$ cat config.mk
export PLATFORM = sky130hd
export DESIGN_NAME = acc_ctrl
export DESIGN_NICKNAME = d
export VERILOG_FILES = /design/src/pkg/acc_pkg.sv /design/src/core/acc_ctrl.sv /design/src/core/acc_sync.sv
export SDC_FILE = /design/constraint.sdc
export NUM_CORES = 1
export LEC_CHECK = 0
export ABC_CLOCK_PERIOD_IN_PS = 2500
export BUFFER_PORTS_ARGS = -buffer_cell sky130_fd_sc_hd__buf_2
export CORE_AREA = 5 5 90 92
export CTS_BUF_LIST = sky130_fd_sc_hd__clkbuf_4
export DETAILED_ROUTE_END_ITERATION = 8
export DIE_AREA = 0 0 95 97
export HOLD_SLACK_MARGIN = 0.02
export PLACE_DENSITY = 0.73
export SLEW_MARGIN = 5
export SYNTH_ARGS = -nofsm -noshare
export SYNTH_HDL_FRONTEND = slang
export SYNTH_HIERARCHICAL = 1
export SYNTH_SLANG_ARGS = --single-unit
$ cat constraint.sdc
create_clock -name aclk -period 2.5 [get_ports aclk]
set_input_delay 0.125 -clock aclk [delete_from_list [all_inputs] [get_ports aclk]]
set_output_delay 0.125 -clock aclk [all_outputs]
set_load 0.05 [all_outputs]
$ cat src/pkg/acc_pkg.sv
// Package for the comparator control block: offsets, fields, resets, modes.
// Assumes a 32-bit AXI4-Lite register bus with one register per word.
package acc_pkg;

  // ----------------------------------------------------------------------
  // Register indices; the byte address is four times the index
  // ----------------------------------------------------------------------
  localparam logic [7:0] ACC_OFF_CTRL_STAT = 8'h50;
  localparam logic [7:0] ACC_OFF_CONV_B    = 8'h7b;
  localparam logic [7:0] ACC_OFF_PIN_DIS   = 8'h7f;
  localparam logic [7:0] ACC_OFF_HOOKS     = 8'h84; // Converter/cpu hooks

  // ----------------------------------------------------------------------
  // Field positions
  // ----------------------------------------------------------------------
  localparam int ACC_B_POWER_OFF   = 7;
  localparam int ACC_B_BANDGAP     = 6;
  localparam int ACC_B_OUT_SYNC    = 5;
  localparam int ACC_B_IRQ_FLAG    = 4;
  localparam int ACC_B_IRQ_ENABLE  = 3;
  localparam int ACC_B_CAPTURE     = 2;
  localparam int ACC_B_MODE_HI     = 1;
  localparam int ACC_B_MODE_LO     = 0;
  localparam int ACC_B_MUX_ENABLE  = 6;
  localparam int ACC_B_NEG_OFF     = 1;
  localparam int ACC_B_POS_OFF     = 0;
  // Hooks register: converter enable, channel select, global enable
  localparam int ACC_B_CONV_EN     = 0;
  localparam int ACC_B_CHAN_LO     = 4;
  localparam int ACC_B_GLOBAL_IE   = 8;

  // ----------------------------------------------------------------------
  // Reset values
  // ----------------------------------------------------------------------
  localparam logic [7:0] ACC_RST_CTRL  = 8'h00;
  localparam logic [7:0] ACC_RST_CONVB = 8'h00;
  localparam logic [7:0] ACC_RST_PIN   = 8'h00;
  localparam logic [2:0] ACC_RST_CHAN  = 3'h0;

  // Converter-control-B bits that software may write
  localparam logic [7:0] ACC_CONVB_WMASK = 8'h47;
  localparam logic [7:0] ACC_PIN_WMASK   = 8'h03;

  // Flag-setting event modes
  typedef enum logic [1:0] {
    ACC_MODE_TOGGLE   = 2'h0,
    ACC_MODE_RESERVED = 2'h1,
    ACC_MODE_FALL     = 2'h2,
    ACC_MODE_RISE     = 2'h3
  } acc_mode_t;

  // Negative-input source select (to the analog core)
  localparam logic [3:0] ACC_NEG_PIN = 4'h8; // Index 0..7 = converter pins

  localparam logic [1:0] ACC_RESP_OKAY   = 2'h0;
  localparam logic [1:0] ACC_RESP_SLVERR = 2'h2;

endpackage : acc_pkg

$ cat src/core/acc_ctrl.sv
// Analog comparator control: input routing, power, sync, flag, capture.
// Assumes an AXI4-Lite master on aclk and an analog core outside.
//
// How it works
// Mux enabled and converter off: converter mux drives negative input.
// Mux enable clear: negative pin drives negative input.
// Channel code 000..111 picks converter pin 0..7 when muxed.
// Power-off bit set removes comparator power; writable anytime.
// Software clears irq enable before changing power-off bit.
// Bandgap bit picks internal reference, else positive pin.
// Output high when positive input exceeds negative input.
// Output status bit is synchronised, lagging one to two clocks.
// Flag set by hardware on the event the mode bits choose.
// Modes: 00 toggle, 01 reserved, 10 falling, 11 rising.
// Edges come from current and previous synchronised samples.
// Request while flag, enable and global enable all set.
// Flag clears when processor vectors to the handler.
// Writing one to flag clears it; zero leaves it.
// Capture bit routes output to timer capture front end.
// Software also enables timer capture interrupt in timer mask.
// Software clears irq enable before changing mode bits.
// Pin input-off bit disables buffer; port bit reads zero.
// Software sets input-off bits for analog-only pins.
// Upper six input-disable bits read as zero.
//
// The implementer's own choice: the AXI4-Lite register port.
`timescale 1ns/1ps
module acc_ctrl
  import acc_pkg::*;
(
  // Clock and reset
  input  wire logic        aclk,
  input  wire logic        aresetn,
  // AXI4-Lite write address
  input  wire logic [9:0]  s_axi_awaddr,
  input  wire logic        s_axi_awvalid,
  output logic             s_axi_awready,
  // AXI4-Lite write data
  input  wire logic [31:0] s_axi_wdata,
  input  wire logic [3:0]  s_axi_wstrb,
  input  wire logic        s_axi_wvalid,
  output logic             s_axi_wready,
  // AXI4-Lite write response
  output logic [1:0]       s_axi_bresp,
  output logic             s_axi_bvalid,
  input  wire logic        s_axi_bready,
  // AXI4-Lite read address
  input  wire logic [9:0]  s_axi_araddr,
  input  wire logic        s_axi_arvalid,
  output logic             s_axi_arready,
  // AXI4-Lite read data
  output logic [31:0]      s_axi_rdata,
  output logic [1:0]       s_axi_rresp,
  output logic             s_axi_rvalid,
  input  wire logic        s_axi_rready,
  // Analog comparator core
  input  wire logic        cmp_raw_out,
  output logic             cmp_power_off,
  output logic             cmp_bandgap_select,
  output logic [3:0]       cmp_neg_select,
  // Pin input buffers
  input  wire logic        neg_pin_digital,
  input  wire logic        pos_pin_digital,
  output logic             neg_pin_input_off,
  output logic             pos_pin_input_off,
  output logic             neg_pin_port_bit,
  output logic             pos_pin_port_bit,
  // Processor interrupt hand-shake
  input  wire logic        cpu_vector_ack,
  output logic             cmp_irq_req,
  // Timer capture front end
  output logic             cmp_capture_route,
  output logic             timer_capture_in
);

  // ----------------------------------------------------------------------
  // Register state
  // ----------------------------------------------------------------------
  logic       power_off_r;
  logic       bandgap_r;
  logic       irq_flag_r;
  logic       irq_enable_r;
  logic       capture_r;
  logic [1:0] mode_r;
  logic [2:0] trig_src_r;
  logic       mux_enable_r;
  logic [1:0] pin_off_r;
  logic       conv_enable_r;
  logic [2:0] chan_r;
  logic       global_ie_r;
  logic       out_sync;
  logic       out_prev_r;
  logic       event_hit;

  // Bus handshake state
  logic       aw_held_r;
  logic       w_held_r;
  logic [7:0] aw_addr_r;
  logic [31:0] w_data_r;
  logic [3:0] w_strb_r;
  logic       do_write;
  logic       flag_clr;

  function automatic logic acc_known(input logic [7:0] addr);
    acc_known = (addr == ACC_OFF_CTRL_STAT) || (addr == ACC_OFF_CONV_B) ||
                (addr == ACC_OFF_PIN_DIS)   || (addr == ACC_OFF_HOOKS);
  endfunction : acc_known

  // ----------------------------------------------------------------------
  // Write channel: address and data taken in either order
  // ----------------------------------------------------------------------
  assign s_axi_awready = !aw_held_r && !s_axi_bvalid;
  assign s_axi_wready  = !w_held_r && !s_axi_bvalid;
  assign do_write      = aw_held_r && w_held_r && !s_axi_bvalid;

  always_ff @(posedge aclk)
  begin
    if (!aresetn)
    begin
      aw_held_r <= 1'b0;
      w_held_r  <= 1'b0;
      aw_addr_r <= 8'h00;
      w_data_r  <= 32'h0000_0000;
      w_strb_r  <= 4'h0;
    end
    else
    begin
      if (s_axi_awvalid && s_axi_awready)
      begin
        aw_held_r <= 1'b1;
        aw_addr_r <= s_axi_awaddr[9:2];            // Word index
      end
      else if (do_write)
        aw_held_r <= 1'b0;
      if (s_axi_wvalid && s_axi_wready)
      begin
        w_held_r <= 1'b1;
        w_data_r <= s_axi_wdata;
        w_strb_r <= s_axi_wstrb;
      end
      else if (do_write)
        w_held_r <= 1'b0;
    end
  end

  // Response one cycle after both halves are held
  always_ff @(posedge aclk)
  begin
    if (!aresetn)
    begin
      s_axi_bvalid <= 1'b0;
      s_axi_bresp  <= ACC_RESP_OKAY;
    end
    else if (do_write)
    begin
      s_axi_bvalid <= 1'b1;
      s_axi_bresp  <= acc_known(aw_addr_r) ? ACC_RESP_OKAY : ACC_RESP_SLVERR;
    end
    else if (s_axi_bready)
      s_axi_bvalid <= 1'b0;
  end

  // ----------------------------------------------------------------------
  // Control registers
  // ----------------------------------------------------------------------
  // Power-off may be written at any time; no interlock here  // see
  always_ff @(posedge aclk)
  begin
    if (!aresetn)
    begin
      power_off_r  <= ACC_RST_CTRL[ACC_B_POWER_OFF];
      bandgap_r    <= ACC_RST_CTRL[ACC_B_BANDGAP];
      irq_enable_r <= ACC_RST_CTRL[ACC_B_IRQ_ENABLE];
      capture_r    <= ACC_RST_CTRL[ACC_B_CAPTURE];
      mode_r       <= ACC_RST_CTRL[ACC_B_MODE_HI:ACC_B_MODE_LO];
    end
    else if (do_write && w_strb_r[0] && aw_addr_r == ACC_OFF_CTRL_STAT)
    begin
      power_off_r  <= w_data_r[ACC_B_POWER_OFF];
      bandgap_r    <= w_data_r[ACC_B_BANDGAP];
      irq_enable_r <= w_data_r[ACC_B_IRQ_ENABLE];
      capture_r    <= w_data_r[ACC_B_CAPTURE];
      mode_r       <= w_data_r[ACC_B_MODE_HI:ACC_B_MODE_LO];
    end
  end

  // Converter control B and pin disables; reserved bits never stored
  always_ff @(posedge aclk)
  begin
    if (!aresetn)
    begin
      mux_enable_r <= ACC_RST_CONVB[ACC_B_MUX_ENABLE];
      trig_src_r   <= ACC_RST_CONVB[2:0];
      pin_off_r    <= ACC_RST_PIN[1:0];
    end
    else if (do_write && w_strb_r[0])
    begin
      if (aw_addr_r == ACC_OFF_CONV_B)
      begin
        mux_enable_r <= w_data_r[ACC_B_MUX_ENABLE];
        trig_src_r   <= w_data_r[2:0];
      end
      if (aw_addr_r == ACC_OFF_PIN_DIS)
        pin_off_r <= w_data_r[1:0];
    end
  end

  // Hooks standing in for converter enable, channel, global enable
  always_ff @(posedge aclk)
  begin
    if (!aresetn)
    begin
      conv_enable_r <= 1'b0;
      chan_r        <= ACC_RST_CHAN;
      global_ie_r   <= 1'b0;
    end
    else if (do_write && aw_addr_r == ACC_OFF_HOOKS)
    begin
      if (w_strb_r[0])
      begin
        conv_enable_r <= w_data_r[ACC_B_CONV_EN];
        chan_r        <= w_data_r[ACC_B_CHAN_LO +: 3];
      end
      if (w_strb_r[1])
        global_ie_r <= w_data_r[ACC_B_GLOBAL_IE];
    end
  end

  // ----------------------------------------------------------------------
  // Analog routing
  // ----------------------------------------------------------------------
  // Converter pin only when muxed and converter off; else negative pin
  always_ff @(posedge aclk)
  begin
    if (!aresetn)
      cmp_neg_select <= ACC_NEG_PIN;
    else if (mux_enable_r && !conv_enable_r)
      cmp_neg_select <= {1'b0, chan_r};
    else
      cmp_neg_select <= ACC_NEG_PIN;
  end

  assign cmp_power_off      = power_off_r;
  assign cmp_bandgap_select = bandgap_r;
  assign cmp_capture_route  = capture_r;
  assign neg_pin_input_off  = pin_off_r[ACC_B_NEG_OFF];
  assign pos_pin_input_off  = pin_off_r[ACC_B_POS_OFF];

  // Port bits read zero while the digital buffer is off
  assign neg_pin_port_bit = neg_pin_digital && !neg_pin_input_off;
  assign pos_pin_port_bit = pos_pin_digital && !pos_pin_input_off;

  // ----------------------------------------------------------------------
  // Output synchronisation and events
  // ----------------------------------------------------------------------
  // Raw output is high when positive exceeds negative, from the core
  acc_sync u_sync (
    .aclk    (aclk),
    .aresetn (aresetn),
    .d       (cmp_raw_out),
    .q       (out_sync)
  );

  always_ff @(posedge aclk)
  begin
    if (!aresetn)
      out_prev_r <= 1'b0;
    else
      out_prev_r <= out_sync;
  end

  // Reserved mode raises nothing
  always_comb
  begin
    case (acc_mode_t'(mode_r))
      ACC_MODE_TOGGLE: event_hit = out_sync ^ out_prev_r;
      ACC_MODE_FALL:   event_hit = !out_sync && out_prev_r;
      ACC_MODE_RISE:   event_hit = out_sync && !out_prev_r;
      default:         event_hit = 1'b0;
    endcase
  end

  assign flag_clr = cpu_vector_ack ||
                    (do_write && w_strb_r[0] &&
                     aw_addr_r == ACC_OFF_CTRL_STAT &&
                     w_data_r[ACC_B_IRQ_FLAG]);

  // A new event wins over a clear in the same cycle
  always_ff @(posedge aclk)
  begin
    if (!aresetn)
      irq_flag_r <= ACC_RST_CTRL[ACC_B_IRQ_FLAG];
    else if (event_hit)
      irq_flag_r <= 1'b1;
    else if (flag_clr)
      irq_flag_r <= 1'b0;
  end

  // Request is a combinational level of three conditions
  assign cmp_irq_req = irq_flag_r && irq_enable_r && global_ie_r;

  // Synchronised output goes to capture only when routed
  always_ff @(posedge aclk)
  begin
    if (!aresetn)
      timer_capture_in <= 1'b0;
    else
      timer_capture_in <= capture_r && out_sync;
  end

  // ----------------------------------------------------------------------
  // Read channel: one cycle to rvalid, unmapped answers SLVERR
  // ----------------------------------------------------------------------
  assign s_axi_arready = !s_axi_rvalid;

  always_ff @(posedge aclk)
  begin
    if (!aresetn)
    begin
      s_axi_rvalid <= 1'b0;
      s_axi_rdata  <= 32'h0000_0000;
      s_axi_rresp  <= ACC_RESP_OKAY;
    end
    else if (s_axi_arvalid && s_axi_arready)
    begin
      s_axi_rvalid <= 1'b1;
      s_axi_rresp  <= ACC_RESP_OKAY;
      case (s_axi_araddr[9:2])
        ACC_OFF_CTRL_STAT:
          s_axi_rdata <= {24'h0, power_off_r, bandgap_r, out_sync,
                          irq_flag_r, irq_enable_r, capture_r, mode_r};
        ACC_OFF_CONV_B:
          s_axi_rdata <= {24'h0, 1'b0, mux_enable_r, 3'h0, trig_src_r};
        ACC_OFF_PIN_DIS:
          s_axi_rdata <= {24'h0, 6'h00, pin_off_r};
        ACC_OFF_HOOKS:
          s_axi_rdata <= {23'h0, global_ie_r, 1'b0, chan_r, 3'h0,
                          conv_enable_r};
        default:
        begin
          s_axi_rdata <= 32'h0000_0000;
          s_axi_rresp <= ACC_RESP_SLVERR;
        end
      endcase
    end
    else if (s_axi_rready)
      s_axi_rvalid <= 1'b0;
  end

endmodule : acc_ctrl

$ cat src/core/acc_sync.sv
// Two-stage synchroniser for one level into the aclk domain.
// Assumes the input is asynchronous; first stage feeds only the second.
`timescale 1ns/1ps
module acc_sync
  import acc_pkg::*;
(
  // Clock and reset
  input  wire logic aclk,
  input  wire logic aresetn,
  // Level in and out
  input  wire logic d,
  output logic      q
);

  logic meta_r;

  // Second stage is the only reader of the first
  always_ff @(posedge aclk)
  begin
    if (!aresetn)
    begin
      meta_r <= 1'b0;
      q      <= 1'b0;
    end
    else
    begin
      meta_r <= d;
      q      <= meta_r;
    end
  end

endmodule : acc_sync

Word level (Yosys, flattened, before mapping)
Cells that the tools add are included.

word-level totals
  flip-flop bits (word level) = 85
  input bits = 67
  output and inout port bits = 54
  logic and storage cells = 97

operators by class
  equal/unequal tests = 10
  mux-type cells = 14
  bitwise gates (word level) = 1
  reductions and logical operators = 44

operators by type and width
  kind                                                  count
  equality test 8 x 7 -> 1 bit (second input constant)  6
  case mux 9 bit (4 select lines)                       1
  logical AND 1 bit                                     19
  equality test 8 bit (second input constant)           2
  AND reduction 2 bit                                   5
  nonzero test 2 bit                                    5
  zero test 1 bit                                       9
  two-way mux 1 bit                                     9
  equality test 2 bit (second input constant)           2
  logical OR 1 bit                                      4
  two-way mux 2 bit                                     2
  two-way mux 4 bit                                     1
  OR reduction 4 bit                                    1
  case mux 1 bit (3 select lines)                       1
  zero test 2 bit                                       1
  bitwise XOR 1 bit                                     1

Logic depth before layout (Yosys ltp)
  depth after elaboration = 8
  mapped depth = 6
  gate-level depth less buffers = 6

Modules after synthesis
The synthesis kept the hierarchy.

by module, submodules not included
  module    instances  cells each  area an instance (um^2)  sequential area each (um^2)
  acc_ctrl  1          297         2567.5                   1161.1
  acc_sync  1          4           52.6                     40.0

Worst setup path after synthesis
OpenSTA, ideal clock, no wires.

  kind = reg2reg
  start point = register s_axi_bvalid
  end point = register w_data_r[0]
  library setup time = 0.070 ns
  arrival time = 1.982 ns
  data required time = 2.430 ns
  slack = 0.447 ns
  stages on the path, launching flop included = 6
  buffers on the path = 1
  clock period less this slack = 2.053 ns
  path through = dfxtp_1 -> nor2_1 -> and2_1 -> clkbuf_1 -> nand2_1 -> a21oi_1

between the ends
  longest elaborated chain between the ends = 3

ends and longest elaborated chain
  element                 RTL line         text
  start, declared         acc_ctrl.sv:45   output logic s_axi_bvalid,
  start signal, assigned  acc_ctrl.sv:151  s_axi_bvalid <= 1'b0;
  start signal, assigned  acc_ctrl.sv:156  s_axi_bvalid <= 1'b1;
  start signal, assigned  acc_ctrl.sv:160  s_axi_bvalid <= 1'b0;
  zero test 1 bit         acc_ctrl.sv:113  assign s_axi_wready = !w_held_r && !s_axi_bvalid;
  logical AND 1 bit       acc_ctrl.sv:113
  net s_axi_wready        acc_ctrl.sv:42   output logic s_axi_wready,
  logical AND 1 bit       acc_ctrl.sv:135  if (s_axi_wvalid && s_axi_wready)
  end signal, assigned    acc_ctrl.sv:138  w_data_r <= s_axi_wdata;
  end, declared           acc_ctrl.sv:99   logic [31:0] w_data_r;

The timed path passes the listed nets, and every way through them passes these cells.
A chain may end at the register's enable or synchronous reset.

Worst setup path after layout
  start point = register aw_addr_r[0]
  end point = register mode_r[0]

between the ends
  longest elaborated chain between the ends = 2

ends and longest elaborated chain
  element                       RTL line         text
  start, declared               acc_ctrl.sv:98   logic [7:0] aw_addr_r;
  start signal, assigned        acc_ctrl.sv:131  aw_addr_r <= s_axi_awaddr[9:2];
  equality test 8 x 7 -> 1 bit  acc_ctrl.sv:177  else if (do_write && w_strb_r[0] && aw_addr_r == ACC_OFF_CTRL_STAT)
  logical AND 1 bit             acc_ctrl.sv:177
  end signal, assigned          acc_ctrl.sv:175  mode_r <= ACC_RST_CTRL[ACC_B_MODE_HI:ACC_B_MODE_LO];
  end signal, assigned          acc_ctrl.sv:183  mode_r <= w_data_r[ACC_B_MODE_HI:ACC_B_MODE_LO];
  end, declared                 acc_ctrl.sv:84   logic [1:0] mode_r;

No other way between the ends.

==> run metrics <==
maximum fanout along the worst path 7; Worst Path Buf+Inv 0; commonest non-fill, non-tap cells in the layout buf_2, dfxtp_1, nand2_1; # setup viols final 0; DR vias/cell 4.69; FMAX 521 MHz; number of diodes 0; layout cell share with drive strength beyond 1 0.226; fin crit share 0.768; routed vias 2314; average routed wire per standard cell roughly 13 um; Crit Path Category reg2reg; IO Count roughly 120; cts bufs inserted 9; first-pass GRT wire length approximately 10000 um; CTS tree built; drt first pass iters 4; largest family of logic cells by synthesized area simple AND/OR/NAND/NOR gates; Max Cap Viol 0; Leak Pwr ~0.0014 uW; Die Wd 95 um; cell area power density 566 nW/um^2; Peak VDD IR 0.000270 V; vias in the first global route 2172; peak per-stage delay on the critical path 0.61 ns; Mean Syn Cell Area 8.70 um^2; Rel. slew slack 0.523; Worst setup EP type register; Slew @ Worst Pin around 0.7 ns; Synth Instances 301; register bit total from synthesis 60; commonest non-fill, non-tap cell in the layout buf_2; Final Slew Violations 0; CP Launch Type register; CP max stage cell nor4_4; CP required 2.77 ns; die height 97 um; # DRC 0; Final Critical Period between 1.5 and 2 ns; worst skew pair latency around 0.4 ns; Synth async-reset ratio 0; Yosys warning total 6; post-synthesis mux area share 0.0463; Nets around 460; post-route cell area about 3200 um^2; count of final hold-check violations 0; post-synthesis adder-cell area fraction 0.00955; DRT antenna net count 0; ys flop type dfxtp_1; die area about 9200 um^2; XOR/XNOR Fraction of Synth Area 0; delay-heaviest family, CP simple AND/OR/NAND/NOR gates; HPWL after DPL 4620 um; First DRT Iteration DRCs between 80 and 90; RSZ-0062 raised after global routing no; final wirelength 6200 um; Synth Area in Simple Gates 0.244; Initial Utilization 0.367; Hold Crit Class in2reg; clock-pin slew on the worst setup and hold paths around 0.090 ns; initial antenna violation count 0; Compound-Gate Fraction of Synth Area 0.138; EDFF count, synth 0; clock sink count 60; Max Root-Sink Buffers 2; row cnt 31; Worst Skew 0.00734 ns; H-Tree Depth 3; Post-DP Area 2930 um^2; Mapped Area 2620 um^2; status finished, final reports clean; total gr overflow 0; Port Buffers 66; library cells used by synthesis 45; critical path cell sequence or4_4, nor4_4, mux2i_1, nor2_1; crit path DAT 2.19 ns; Clock Tree Root clkbuf_4; final estimated routing congestion in global placement 0.856; post-route setup TNS 0 ns; largest net degree at the start of global routing 38; Core Area 7140 um^2; All-Layer GR Usage 0.139; Seq/Total Area, Yosys 0.458; Post-CTS Setup Repair Bufs 0; Layout Area Growth over Synthesis 24.0%
==> worst min-delay path, cell delays in order <==
cell      delay [ns]
buf_2           0.09
nor4_2          0.07
nand2_1         0.06
a221oi_1        0.07
==> registers in the layout, indices dropped and copies added, names as in the netlist, 2 cells and up <==
register,flops
aw_addr_r,8
chan_r,3
cmp_neg_select,4
mode_r,2
pin_off_r,2
s_axi_rdata,9
trig_src_r,3
w_data_r,9
w_strb_r,2
==> cells by family (layout without fill, tap and decap cells) <==
kind of cell	count (synthesis)	after routing
buffers and inverters	42	111
adder cells (fa/ha/maj)	2	2
AND/OR/NAND/NOR	125	125
other	1	25
flip-flops	60	60
multiplexers	12	12
AO/OA/AOI/OAI	59	59
==> Yosys cell counts, drive strengths merged, types with 2 or more instances <==
cell | instances | share of area
and2 | 10 | 0.024
or4 | 2 | 0.0072
and3b | 2 | 0.0067
a22oi | 4 | 0.011
nor2b | 3 | 0.0072
nand3 | 10 | 0.019
inv | 6 | 0.0086
dfxtp | 60 | 0.46
and4bb | 2 | 0.0095
a21oi | 30 | 0.057
a2bb2oi | 2 | 0.0067
nand4 | 3 | 0.0072
nor4 | 4 | 0.020
clkbuf | 9 | 0.017
mux2i | 11 | 0.042
nand3b | 3 | 0.0086
and3 | 3 | 0.0072
nand2 | 57 | 0.082
nor2 | 21 | 0.030
a31o | 2 | 0.0067
o21ai | 9 | 0.017
buf | 26 | 0.076
nand2b | 2 | 0.0048
a22o | 2 | 0.0067
ha | 2 | 0.0095
o31ai | 2 | 0.0057
==> worst paths after layout <==
kind / startpoint / endpoint / slack (ns) / cells after the start
hold reg to reg: u_sync/meta_r / u_sync/q / 0.45 / 1
hold / removal: s_axi_araddr[5] / s_axi_rdata[6] / 0.08 / 4
setup / recovery: aw_addr_r[0] / mode_r[0] / 0.58 / 4
setup reg to reg: aw_addr_r[0] / mode_r[0] / 0.58 / 4
==> what timing repair did <==
item | CTS | global route
endpoints found under the hold margin | 22 | 0
hold buffers | 22 | 0
resized for setup | 0 | 0
==> stage by stage <==
step,total power (uW),std cells,util,worst slack (ns),hold slack (ns)
finish,1840,493,0.455,0.580,0.0778
global placement,1310,456,0.410,0.596,0.342
detailed placement,1310,456,0.410,0.605,0.347
CTS,1860,493,0.455,0.577,0.0599
global route,1940,493,0.455,0.479,0.0597
floorplan,1280,325,-,0.447,0.247
==> routing by layer <==
metal  global-route usage  part of all wire  vias up
met5                    0                 0        -
met4               0.0388            0.0063        0
met3               0.0528             0.094        4
met2                0.216              0.45       87
met1                0.179              0.45     1055
li1                     -                 -     1168
==> where the power goes <==
part	total, uW	internal, uW	switching [uW]
Combinational	302	88.8	214
Clock	523	212	311
Sequential	1010	986	28.0
Total	1840	1290	552
==> cell type report <==
class	count	area, um^2
multi-input combinational	223	1240
clock buffer	11	82.6
sequential	60	1200
timing repair buffer	89	558
tap	99	124
fill	747	3890
clock inverter	4	17.5
inverter	7	26.3
No activity file was read; power rests on OpenSTA's default activity.
